## config.mk

```make
export PLATFORM = sky130hd
export DESIGN_NAME = pan_advert
export DESIGN_NICKNAME = d
export VERILOG_FILES = /design/src/common/pan_pkg.sv /design/src/hdl/pan_field.sv /design/src/hdl/pan_advert.sv
export SDC_FILE = /design/constraint.sdc
export NUM_CORES = 1
export LEC_CHECK = 0
export BUFFER_PORTS_ARGS = -buffer_cell sky130_fd_sc_hd__buf_2
export CAP_MARGIN = 25
export CORE_ASPECT_RATIO = 0.9
export CORE_MARGIN = 2
export CORE_UTILIZATION = 41
export CTS_CLUSTER_SIZE = 10
export DETAILED_ROUTE_END_ITERATION = 10
export PLACE_DENSITY = 0.85
export SLEW_MARGIN = 20
export SYNTH_ARGS = -nofsm -noshare
export SYNTH_HDL_FRONTEND = slang
export SYNTH_SLANG_ARGS = --single-unit
```

## constraint.sdc

```tcl
create_clock -name clk -period 1.9 [get_ports clk]
set_input_delay 0.095 -clock clk [delete_from_list [all_inputs] [get_ports clk]]
set_output_delay 0.095 -clock clk [all_outputs]
set_load 0.01 [all_outputs]
```

## src/common/pan_pkg.sv

```systemverilog
// Package for the auto-negotiation advertisement block
package pan_pkg;
    localparam logic [11:0] ADVERT_OFFSET = 12'h000;
    localparam logic [11:0] CONTROL_OFFSET = 12'h004;
    localparam logic [11:0] STATUS_OFFSET = 12'h008;
    localparam int NEXT_PAGE_BIT = 15;
    localparam int FAULT_BIT = 13;
    localparam int A100F_BIT = 8;
    localparam int A100H_BIT = 7;
    localparam int A10F_BIT = 6;
    localparam int A10H_BIT = 5;
    localparam int RESTART_BIT = 0;
    localparam logic [3:0] ABILITY_RESET = 4'hF;
    localparam logic [15:0] ADVERT_WMASK = 16'h21E0;
    localparam logic [4:0] SELECTOR_DEFAULT = 5'h01;
    localparam logic [31:0] RDATA_ZERO = 32'h0000_0000;
    typedef struct packed {
        logic next_page_capable;
        logic remote_fault_advert;
        logic [3:0] ability;
    } pan_advert_type;
endpackage

```

## src/hdl/pan_field.sv

```systemverilog
// One software-writable advertisement bit with its reset value
`timescale 1ns/10ps
`default_nettype none
module pan_field #(
    parameter logic RESET_VAL = 1'b0
) (
    input wire logic clk,
    input wire logic rst_n,
    input wire logic wr_en,
    input wire logic wr_bit,
    output logic q_r
);
    always_ff @(posedge clk or negedge rst_n) begin
        if (!rst_n) begin
            q_r <= RESET_VAL;
        end else if (wr_en) begin
            q_r <= wr_bit;
        end
    end
endmodule
`default_nettype wire

```

## src/hdl/pan_advert.sv

```systemverilog
// Auto-negotiation advertisement register with APB access
// Contract
// - Bit 15 is read-only next-page capability, reset zero.
// - Bit 13 read/write remote fault advertisement, reset zero.
// - Bits 14 and 12:9 reserved, read zero, writes ignored.
// - Bit 8 read/write 100 full-duplex ability, reset one.
// - Bit 7 read/write 100 half-duplex ability, reset one.
// - Bit 6 read/write 10 full-duplex ability, reset one.
// - Bit 5 read/write 10 half-duplex ability, reset one.
// - Cleared ability stops being advertised after negotiation restart.
//
// The implementer's own choices: the register offsets and the APB interface to the registers.
`timescale 1ns/10ps
`default_nettype none
module pan_advert #(
    parameter logic NEXT_PAGE_CAP = 1'b0
) (
    input wire logic clk,
    input wire logic rst_n,
    input wire logic psel,
    input wire logic penable,
    input wire logic pwrite,
    input wire logic [11:0] paddr,
    input wire logic [31:0] pwdata,
    output logic pready,
    output logic [31:0] prdata,
    output logic pslverr,
    output pan_pkg::pan_advert_type adv_out_r,
    output logic restart_negotiation_r
);
    logic wr_acc;
    logic rd_acc;
    logic adv_wr;
    logic ctl_wr;
    logic [3:0] ability_r;
    logic remote_fault_r;
    logic [15:0] advert_word;
    logic [31:0] rdata_nxt;
    logic err_nxt;
    logic pending_r;
    logic addr_hit;

    // Writes land only at the edge where the answer is seen, never twice
    assign wr_acc = psel && penable && pwrite && pready;
    assign rd_acc = psel && penable && !pwrite;
    assign adv_wr = wr_acc && paddr == pan_pkg::ADVERT_OFFSET;
    assign ctl_wr = wr_acc && paddr == pan_pkg::CONTROL_OFFSET;
    assign addr_hit = paddr == pan_pkg::ADVERT_OFFSET ||
        paddr == pan_pkg::CONTROL_OFFSET || paddr == pan_pkg::STATUS_OFFSET;

    // Ability bits, reset to advertise every mode
    genvar g;
    generate
        for (g = 0; g < 4; g++) begin : g_ab
            pan_field #(.RESET_VAL(pan_pkg::ABILITY_RESET[g])) u_ab (
                .clk(clk),
                .rst_n(rst_n),
                .wr_en(adv_wr),
                .wr_bit(pwdata[pan_pkg::A10H_BIT + g]),
                .q_r(ability_r[g])
            );
        end
    endgenerate

    pan_field #(.RESET_VAL(1'b0)) u_rf (
        .clk(clk),
        .rst_n(rst_n),
        .wr_en(adv_wr),
        .wr_bit(pwdata[pan_pkg::FAULT_BIT]),
        .q_r(remote_fault_r)
    );

    // Reserved and read-only bits never take write data
    always_comb begin
        advert_word = 16'h0000;
        advert_word[pan_pkg::NEXT_PAGE_BIT] = NEXT_PAGE_CAP;
        advert_word[pan_pkg::FAULT_BIT] = remote_fault_r;
        advert_word[pan_pkg::A10H_BIT +: 4] = ability_r;
        advert_word[4:0] = pan_pkg::SELECTOR_DEFAULT;
    end

    // Restart bit self-clears once the new advertisement is latched
    always_ff @(posedge clk or negedge rst_n) begin
        if (!rst_n) begin
            restart_negotiation_r <= 1'b0;
        end else if (ctl_wr) begin
            restart_negotiation_r <= pwdata[pan_pkg::RESTART_BIT];
        end else begin
            restart_negotiation_r <= 1'b0;
        end
    end

    // Link-facing image only changes on restart, so edits stay atomic
    always_ff @(posedge clk or negedge rst_n) begin
        if (!rst_n) begin
            adv_out_r <= '{1'b0, 1'b0, pan_pkg::ABILITY_RESET};
        end else if (restart_negotiation_r) begin
            adv_out_r <= '{NEXT_PAGE_CAP, remote_fault_r, ability_r};
        end
    end

    // Edits not yet advertised
    always_ff @(posedge clk or negedge rst_n) begin
        if (!rst_n) begin
            pending_r <= 1'b0;
        end else if (adv_wr) begin
            pending_r <= 1'b1;
        end else if (restart_negotiation_r) begin
            pending_r <= 1'b0;
        end
    end

    always_comb begin
        rdata_nxt = pan_pkg::RDATA_ZERO;
        err_nxt = 1'b0;
        if (paddr == pan_pkg::ADVERT_OFFSET) begin
            rdata_nxt[15:0] = advert_word;
        end else if (paddr == pan_pkg::CONTROL_OFFSET) begin
            rdata_nxt[pan_pkg::RESTART_BIT] = restart_negotiation_r;
        end else if (paddr == pan_pkg::STATUS_OFFSET) begin
            rdata_nxt[0] = pending_r;
        end else begin
            err_nxt = 1'b1;
        end
    end

    // Registered answer: one wait state per access
    always_ff @(posedge clk or negedge rst_n) begin
        if (!rst_n) begin
            pready <= 1'b0;
            prdata <= pan_pkg::RDATA_ZERO;
            pslverr <= 1'b0;
        end else if (psel && penable && !pready) begin
            pready <= 1'b1;
            prdata <= rd_acc ? rdata_nxt : pan_pkg::RDATA_ZERO;
            pslverr <= err_nxt;
        end else begin
            pready <= 1'b0;
            prdata <= pan_pkg::RDATA_ZERO;
            pslverr <= 1'b0;
        end
    end
endmodule
`default_nettype wire

```

# --- After elaboration in Yosys (flattened, before gate mapping) ---
# Index checks and enable logic that the tools add are counted.
word_totals:
  reg_bits: 46
  out_inout_bits: 41
  input_bits: 49
classes:
  n_eq_ne: 2
  n_reduce_logical: 11
  n_mux: 14
ops:
  columns: ["cell", "n"]
  rows:
  - ["32-bit two-way mux", 1]
  - ["16-bit two-way mux", 1]
  - ["13-bit two-way mux", 1]
  - ["12-bit by 3-bit == test with 1-bit output (second input constant)", 1]
  - ["12-bit by 4-bit == test with 1-bit output (second input constant)", 1]
  - ["12-bit zero test", 1]
  - ["1-bit two-way mux", 11]
  - ["1-bit logical AND", 7]
  - ["1-bit zero test", 2]
  - ["2-bit nonzero test", 1]

# --- Depth between registers and ports, before layout ---
# Gate-level depths: netlist of run 1.
logic_depth:
  word_depth: 6
  mapped_depth: 3
  mapped_depth_nobuf: 3

# --- Hierarchy ---
# From an unflattened synthesis of run 1, not the netlist that was laid out.
hier_totals:
  cells_unflattened: 84
  hier_area_um2: 1053.5
modules_own_cells:
  columns: ["module", "area_each_um2", "cells_each", "instances"]
  rows:
  - ["pan_advert", 848.3, 74, 1]
  - ["pan_field (g_ab[0].u_ab ...)", 41.3, 2, 4]
  - ["pan_field (u_rf)", 40.0, 2, 1]

# --- Least setup slack after synthesis of run 1 ---
# No wires, ideal clock.
synth_path:
  path_kind: "register to register"
  start: "register pready"
  end: "register u_rf.q_r"
  slack_ns: 0.593
  t_required_ns: 1.775
  setup_ns: 0.125
  t_arrival_ns: 1.182
  path_stages_with_launch: 4
  cell_sequence: "dfrtp_1 > and4_1 > nand4_4 > mux2_4"
synth_via:
  elab_chain_cells: 2
synth_lines:
  columns: ["item", "line", "text"]
  rows:
  - ["start: declaration", "pan_advert.sv:25", "output logic pready,"]
  - ["start signal: assignment", "pan_advert.sv:130", "pready <= 1'b0;"]
  - ["start signal: assignment", "pan_advert.sv:134", "pready <= 1'b1;"]
  - ["start signal: assignment", "pan_advert.sv:138", "pready <= 1'b0;"]
  - ["1-bit logical AND", "pan_advert.sv:44", "assign wr_acc = psel && penable && pwrite && pready;"]
  - ["1-bit logical AND", "pan_advert.sv:46", "assign adv_wr = wr_acc && paddr == pan_pkg::ADVERT_OFFSET;"]
  - ["end signal: assignment", "pan_field.sv:17", "q_r <= wr_bit;"]
  - ["end: declaration", "pan_field.sv:11", "output logic q_r"]
# No other way between the ends.
# A chain may end at the register's enable or synchronous reset.

# --- Worst setup path in the final report of run 1 ---
layout_path:
  start: "input port paddr[3]"
  end: "register u_rf.q_r"
layout_via:
  elab_chain_cells: 2
layout_lines:
  columns: ["item", "line", "text"]
  rows:
  - ["start: declaration", "pan_advert.sv:23", "input wire logic [11:0] paddr,"]
  - ["12-bit zero test", "pan_advert.sv:46", null]
  - ["1-bit logical AND", "pan_advert.sv:46", null]
# No other way between the ends.

==> results of run 1 <==
-- report_power, final --
group / total, uW / leakage, uW / internal (uW) / switching, uW
clock network: 340 / 0.0000279 / 213 / 127
logic: 87.2 / 0.000417 / 29.5 / 57.7
registers: 431 / 0.000243 / 429 / 1.74
total: 858 / 0.000688 / 672 / 186
-- cell usage after synthesis --
master | n | area share
conb_1 | 1 | 0.0035
nand4_4 | 1 | 0.020
mux2_4 | 5 | 0.071
dfrtp_1 | 12 | 0.28
dfstp_2 | 8 | 0.20
inv_1 | 2 | 0.0071
buf_4 | 27 | 0.19
and2_1 | 5 | 0.029
clkbuf_1 | 1 | 0.0035
a311oi_1 | 1 | 0.0082
nor3_1 | 1 | 0.0047
and4_1 | 1 | 0.0082
and4_2 | 1 | 0.0094
nor4_2 | 1 | 0.012
nor4bb_1 | 1 | 0.0094
nand3_1 | 3 | 0.014
o21ai_0 | 2 | 0.0094
nand2_1 | 2 | 0.0071
mux2_2 | 5 | 0.053
nor4_4 | 2 | 0.040
a211oi_1 | 2 | 0.014
nor2_1 | 2 | 0.0071
-- worst register-to-register path: stages (launching register included) --
cell and delay (ps):
dfrtp_1 430, nor4bb_1 450, nand3_1 130, a211oi_1 310
-- placed cells by master (no fill, tap or decap), drive strengths merged --
cell         count
a211oi           2
a311oi           1
and2             5
and4             2
buf             36
bufinv           1
clkbuf           3
conb            27
dfrtp           12
dfstp            8
dlygate4sd3      4
inv              2
mux2            10
nand2            2
nand3            3
nand4            1
nor2             2
nor3             1
nor4             3
nor4bb           1
o21ai            2
-- cell type report --
| type | count | area [um2] |
|---|---|---|
| Sequential cell | 20 | 510.5 |
| Timing Repair Buffer | 40 | 220.2 |
| Inverter | 2 | 7.507 |
| Fill cell | 228 | 1204 |
| Clock buffer | 3 | 22.52 |
| Tap cell | 28 | 35.03 |
| Multi-Input combinational cell | 62 | 437.9 |
| Clock inverter | 1 | 30.03 |
-- per-stage QoR --
step           power, uW  area (um2)  instances
2_1_floorplan      515.0        1162        112
3_3_place_gp       514.5        1171        148
6_report           857.9        1264        156
3_5_place_dp       518.3        1171        148
4_1_cts            867.5        1244        154
5_1_grt            896.8        1264        156
-- what timing repair did --
action,in CTS,in global routing
endpoints found under the hold margin,13,2
endpoints found under the setup margin,0,0
hold buffers,2,2
-- logic make-up after synthesis --
group	count (synthesis)	share of synthesized area
flops	20	0.4794
compound gates	5	0.03173
buf+inv	30	0.2009
mux	10	0.1234
other cells	1	0.003522
simple gates	20	0.1610
-- sequential cells by signal (all words and copies together), names as in the netlist --
register	count
u_rf.q_r	1
pslverr	1
pending_r	1
restart_negotiation_r	1
prdata	6
g_ab.u_ab.q_r	4
adv_out_r	5
pready	1
-- metal layers --
metal / track usage / vias to the layer above / share of wire
met2: 0.2841 / 39 / 0.58
met1: 0.1298 / 357 / 0.31
met5: 0 / - / 0
li1: - / 322 / -
met3: 0.03951 / 6 / 0.085
met4: 0.08527 / 0 / 0.023
-- worst max path at each step --
stage	from	end	slack [ps]	depth (start not counted)
final	paddr[3]	u_rf.q_r	320	5
after global routing	paddr[3]	u_rf.q_r	260	5
after CTS	paddr[3]	u_rf.q_r	340	5
after detailed placement	pready	prdata[0]	490	3
after global placement	pready	u_rf.q_r	570	3
after floorplan	pready	u_rf.q_r	590	3
==> reports/qor.csv, run 1 <==
metric;value;unit
Pwr Density;678.9;nW/um2
placer congestion estimate;0.7898;
Buf/Inv on CP;2;
CP max-delay cell;dlygate4sd3_1;
crit-path leading delay family;buffers and inverters;
Remaining Overflow, GRT;0;
Static Leak;0.0006882;uW
WHS Endpoint;g_ab[1].u_ab.q_r;
vias in the first global route;718;
CTS Root Cell;clkbuf_4;
final net count;178;
post-DR wirelength/cell;12.70;um
mean post-synth cell area;12.38;um2
worst r2r dst;prdata[0];
Die Y;52.35;um
largest net degree at the start of global routing;21;
CP Launch Type;input port;
Max Root-Sink Buffers;2;
hpwl dp;1599;um
Die Area;3021;um2
clk_skew;3.385;ps
hold path startpoint;pwdata[6];
io pins;90;
reg-to-reg critical path startpoint;pready;
vias per std cell;4.641;
kind of end point of the critical path;flop;
yosys warns;0;
post-synthesis sequential area ratio;0.4794;
critical path class;in -> reg;
final setup fails;0;
flop2flop setup slack;470;ps
H-tree depth;1;
pre-CTS setup slack;493.6;ps
CP arrival;1770;ps
clock slew at reported path FFs;110;ps
Reg2Reg Depth;3;
worst hold path type;in -> reg;
Critical Path RT;2090;ps
max cap viols;0;
CTS sink count;20;
CP peak stage delay;540;ps
Post-DRT Antenna Nets;0;
Pins Over Slew Limit;0;
postcts setup bufs;0;
CTS-repair resized insts;0;
status;completed;
hold-critical path depth;2;
area delta synth->final;18.68;%
VDD IR max;752.7;uV
DRC viols;0;
Vias;724;
Setup WS post-layout;320.5;ps
number of hold violations in the final report;0;
crit share post-route;0.8313;
gr usage total;0.1441;
TNS Setup;0;ps
diode count;0;
first-pass GRT wire length;3229;um
Cell Rows;17;
unrepaired setup endpoints after global routing;no;
core area;2467;um2
Gate Count Post-Synth;86;
f_max;633.1;MHz
initial antenna violation count;0;
port bufs;36;
Netlist cell types;22;
CTS tree;done;
CTS Buf Count;3;
Mapped Area;1065;um2
fin crit period;1580;ps
CP max FO;6;
worst hold slack;26.00;ps
First-pass DRT Iterations;4;
Yosys reg bits;20;
cell chain of the critical path;dlygate4sd3_1 -> buf_2 -> nor4_2 -> nand4_4 -> mux2_4;
DRT iter0 DRCs;17;
die width;57.72;um
wirelength, routed;1981;um
layout cells sized above 1;0.4922;
final core occ;0.5122;
worst-skew pair later-pin latency;300;ps
Initial Utilization;0.4315;
(Power assumes the default switching activity.)
==> run 2: changes to the inputs <==
--- a/config.mk
+++ b/config.mk
@@ -9,10 +9,10 @@
 export CAP_MARGIN = 25
 export CORE_ASPECT_RATIO = 0.9
 export CORE_MARGIN = 2
-export CORE_UTILIZATION = 41
+export CORE_UTILIZATION = 38
 export CTS_CLUSTER_SIZE = 10
 export DETAILED_ROUTE_END_ITERATION = 10
-export PLACE_DENSITY = 0.85
+export PLACE_DENSITY = 0.8
 export SLEW_MARGIN = 20
 export SYNTH_ARGS = -nofsm -noshare
 export SYNTH_HDL_FRONTEND = slang
==> constraint.sdc (replaced) <==
create_clock -name clk -period 1.5 [get_ports clk]
set_input_delay 0.075 -clock clk [delete_from_list [all_inputs] [get_ports clk]]
set_output_delay 0.075 -clock clk [all_outputs]
set_load 0.01 [all_outputs]
==> run 2 against run 1 <==
Clock-buffer cell count grew 1. Highest routed layer unchanged. Hold slack lost 6.8 ps. Flip-flop and latch count is the same. Power grew 6.2%. Core utilization shrank 5.0 points. Final area shrank 1.1%. Via count shrank 3.2%. Clock power shrank 26%.
==> reports/qor.csv, run 2 (same netlist as run 1, synthesis figures left out) <==
metric;value;unit
hpwl dp;1463;um
diode count;0;
io pins;90;
CP arrival;1580;ps
largest net degree at the start of global routing;21;
pre-CTS setup slack;103.5;ps
final setup fails;0;
placer congestion estimate;0.7220;
CTS tree;done;
port bufs;36;
Cell Rows;18;
CP max FO;6;
area delta synth->final;17.39;%
crit share post-route;0.9258;
gr usage total;0.1088;
hold-critical path depth;2;
CTS Buf Count;3;
first-pass GRT wire length;2566;um
f_max;720.1;MHz
Pins Over Slew Limit;0;
post-DR wirelength/cell;11.69;um
wirelength, routed;1859;um
worst hold path type;in -> reg;
sw frac;0.2479;
commonest cells after routing, fill and taps aside;36 x buf_2, 27 x conb_1, 12 x dfrtp_1;
DRT iter0 DRCs;17;
CTS sink count;20;
First-pass DRT Iterations;4;
vias per std cell;4.409;
Setup WS post-layout;111.3;ps
Critical Path RT;1690;ps
final net count;179;
postcts setup bufs;0;
Max Root-Sink Buffers;2;
Post-DRT Antenna Nets;0;
Remaining Overflow, GRT;0;
Largest regs;prdata (6), adv_out_r (5), g_ab.u_ab.q_r (4);
Int Pwr;685.4;uW
sequential share of power;0.599;
Clock Power Share;0.277;
number of hold violations in the final report;0;
CP Launch Type;flop;
die width;59.80;um
Largest Register;prdata;
TNS Setup;0;ps
Psw;225.9;uW
H-tree depth;1;
core area;2703;um2
max cap viols;0;
Pwr Density;729.1;nW/um2
critical path class;reg -> reg;
unrepaired setup endpoints after global routing;no;
VDD IR max;216.2;uV
fin crit period;1389;ps
Reg2Reg Depth;3;
Die Y;54.22;um
Static Leak;0.0006795;uW
Initial Utilization;0.3940;
DRC viols;0;
vias in the first global route;599;
Vias;701;
worst-skew pair later-pin latency;290;ps
max reg flops;6;
status;completed;
Die Area;3242;um2
layout cells sized above 1;0.4806;
CTS Root Cell;clkbuf_4;
combinational cell fraction of total power;0.124;
clock slew at reported path FFs;110;ps
kind of end point of the critical path;flop;
initial antenna violation count;0;
clk_skew;8.936;ps
commonest non-fill, non-tap cell in the layout;buf_2;
run 2: changes by cell type in the layout (fill, tap and decap cells not counted):
cell	delta
dlygate4sd3_1	+1
clkbuf_1	+1
bufinv_16	-1
run 2: cell type report:
type | instances | area, um2
Timing Repair Buffer | 41 | 230.2
Sequential cell | 20 | 510.5
Tap cell | 30 | 37.54
Inverter | 2 | 7.507
Multi-Input combinational cell | 62 | 437.9
Clock buffer | 4 | 26.28
Fill cell | 268 | 1453
run 2: final timing paths:
check	from	end	slack (ps)
worst max-delay path	pready	u_rf.q_r	110
worst min-delay path	pwdata[6]	g_ab[1].u_ab.q_r	20
worst max register to register	pready	u_rf.q_r	110
worst min register to register	adv_out_r[4]	adv_out_r[4]	520
max in group asynchronous	rst_n	adv_out_r[0]	910
min in group asynchronous	rst_n	adv_out_r[4]	250
run 2: repair_timing:
| item | in CTS | in global routing |
|---|---|---|
| gates resized for setup | 0 | 0 |
| hold buffers | 2 | 3 |
| endpoints found under the hold margin | 14 | 3 |
run 2: worst max-delay path, stage by stage, from the launching register on:
cell,delay [ps]
dfrtp_1,430
and4_1,300
nand4_4,210
mux2_4,350
run 2: per-layer routing:
layer  up-vias  GRT usage  routed length, um
met5         -          0                  0
met4         0    0.05185                 48
met3         6    0.03073                170
met2        46     0.1975                910
met1       323     0.1169                730
li1        326          -                  -
run 2: stage by stage:
stage,instances,util,area (um2),hold slack [ps],power [uW]
3_5_place_dp,150,0.4343,1174,43.29,658.0
5_1_grt,159,0.4625,1250,12.77,967.8
3_3_place_gp,150,0.4343,1174,24.82,651.5
4_1_cts,156,0.4514,1220,1.422,914.8
2_1_floorplan,112,-,1162,-220.6,652.3
6_report,159,0.4625,1250,19.16,911.3
run 2: power groups by stage:
| stage | registers [uW] | clock network, uW | logic [uW] |
|---|---|---|---|
| after global placement | 554 | 0 | 97.2 |
| after CTS | 545 | 262 | 107 |
| after floorplan | 556 | 0 | 96.1 |
| final | 545 | 253 | 113 |
| after global routing | 546 | 297 | 125 |
| after detailed placement | 555 | 0 | 103 |
==> run 3: changes to the inputs <==
--- a/config.mk
+++ b/config.mk
@@ -9,10 +9,11 @@
 export CAP_MARGIN = 25
 export CORE_ASPECT_RATIO = 0.9
 export CORE_MARGIN = 2
-export CORE_UTILIZATION = 38
+export CORE_UTILIZATION = 39
+export CTS_BUF_LIST = sky130_fd_sc_hd__clkbuf_2
 export CTS_CLUSTER_SIZE = 10
 export DETAILED_ROUTE_END_ITERATION = 10
-export PLACE_DENSITY = 0.8
+export PLACE_DENSITY = 0.81
 export SLEW_MARGIN = 20
 export SYNTH_ARGS = -nofsm -noshare
 export SYNTH_HDL_FRONTEND = slang
==> run 3 against run 2 <==
The run now ends with hold timing left. Core utilization increased by 3.8 points. Via count is 3.4% higher. First-iteration DRC count decreased by 76%. Clock skew is 3.3 ps lower. Flip-flop and latch count unchanged. Critical path depth unchanged. Critical endpoint is now prdata[6]. Largest cell class unchanged. Largest power group unchanged. Highest routed layer unchanged.
==> reports/qor.csv, run 3 (same netlist as run 1, synthesis figures left out) <==
metric;value;unit
CP max FO;5;
sequential share of power;0.620;
area of the multi-input gates;437.9;um2
layout cells sized above 1;0.4773;
port bufs;36;
Overall Power;880.9;uW
register area;510.5;um2
Remaining Overflow, GRT;0;
H-tree depth;1;
final core occ;0.5007;
crit share post-route;0.9488;
Static Leak;0.0006922;uW
Largest regs;prdata (6), adv_out_r (5), g_ab.u_ab.q_r (4);
failing checks;hold timing;
commonest cells after routing, fill and taps aside;36 x buf_2, 27 x conb_1, 12 x dfrtp_1;
final setup fails;0;
Critical Path RT;1760;ps
largest net degree at the start of global routing;21;
critical path class;reg -> reg;
commonest non-fill, non-tap cell in the layout;buf_2;
worst r2r dst;prdata[6];
Max Root-Sink Buffers;2;
Pins Over Slew Limit;0;
VDD IR max;215.4;uV
First-pass DRT Iterations;4;
worst hold slack;-1.128;ps
io pins;90;
Cell Rows;17;
clk_skew;5.671;ps
vias per std cell;4.531;
CTS tree;done;
worst-skew pair later-pin latency;310;ps
kind of end point of the critical path;flop;
first-pass GRT wire length;2918;um
post-DR wirelength/cell;12.01;um
area delta synth->final;19.04;%
worst hold path type;in -> reg;
CTS sink count;20;
status;finished with violations;
hold-critical path depth;2;
postcts setup bufs;0;
Largest Register;prdata;
Pwr Density;695.0;nW/um2
reg-to-reg critical path startpoint;pready;
f_max;702.6;MHz
number of hold violations in the final report;1;
placer congestion estimate;0.7551;
DRC viols;0;
gr usage total;0.1269;
core area;2531;um2
CTS Buf Count;3;
final net count;182;
max cap viols;0;
CP peak stage delay;450;ps
unrepaired setup endpoints after global routing;no;
cell chain of the critical path;nor4bb_1 -> and4_2 -> and2_1;
Int Pwr;645.1;uW
wirelength, routed;1922;um
WHS Endpoint;prdata[0];
die width;59.08;um
Die Y;53.57;um
flop2flop setup slack;80;ps
Clock Power Share;0.246;
CP arrival;1690;ps
hold path startpoint;paddr[3];
fin crit period;1423;ps
max reg flops;6;
Die Area;3165;um2
CP max-delay cell;dfrtp_1;
Psw;235.8;uW
CTS Root Cell;clkbuf_2;
worst setup path start;pready;
Initial Utilization;0.4207;
sw frac;0.2677;
clock slew at reported path FFs;170;ps
Vias;725;
diode count;0;
vias in the first global route;682;
TNS Setup;0;ps
DRT iter0 DRCs;4;
Post-DRT Antenna Nets;0;
Reg2Reg Depth;3;
initial antenna violation count;0;
combinational cell fraction of total power;0.134;
hpwl dp;1518;um
CP Launch Type;flop;
FILL cells;225;
==> run 3: area by class of cell <==
cell class | count | area share
inverter | 2 | 0.005923
clock inverter | 1 | 0.002961
tap | 28 | 0.02764
clock buffer | 3 | 0.01185
timing repair buffer | 44 | 0.2034
multi-input combinational | 62 | 0.3455
sequential | 20 | 0.4028
==> run 3: worst max-delay path, delay by kind of cell (launching register included) <==
| kind | cells | cell delay [ps] |
|---|---|---|
| simple gates | 3 | 930 |
| flops | 1 | 450 |
==> run 3: metal layers <==
metal / share of wire / wire [um] / up-vias / global-route usage
met5: 0 / 0 / - / 0
met4: 0.020 / 39 / 0 / 0.06818
met3: 0.078 / 149 / 5 / 0.01923
met2: 0.51 / 979 / 44 / 0.2500
met1: 0.39 / 754 / 343 / 0.1284
li1: - / - / 333 / -
==> run 3: worst max-delay path by stage <==
stage,to
after global routing,prdata[6]
final,prdata[6]
after floorplan,u_rf.q_r
after global placement,u_rf.q_r
after CTS,prdata[6]
after detailed placement,prdata[6]
==> run 3: stage by stage <==
| step | hold slack [ps] | std cells | area, um2 | setup slack [ps] |
|---|---|---|---|---|
| finish | -1.128 | 160 | 1267 | 76.79 |
| global route | 15.30 | 160 | 1267 | 57.52 |
| CTS | 11.39 | 160 | 1267 | 81.49 |
| detailed placement | 36.78 | 149 | 1179 | 111.5 |
| global placement | 22.30 | 149 | 1179 | 176.0 |
| floorplan | -220.6 | 112 | 1162 | 192.6 |
==> run 3: what timing repair did <==
item | CTS | global route
gates resized for setup | 0 | 0
hold buffers | 7 | 0
hold endpoints to repair | 23 | 0
==> run 3: power by group through the flow <==
stage	Combinational [uW]	Sequential [uW]	Clock (uW)
4_1_cts	117	546	219
6_report	118	546	217
5_1_grt	130	547	229
2_1_floorplan	96.1	556	0
3_5_place_dp	103	555	0
3_3_place_gp	98.5	554	0
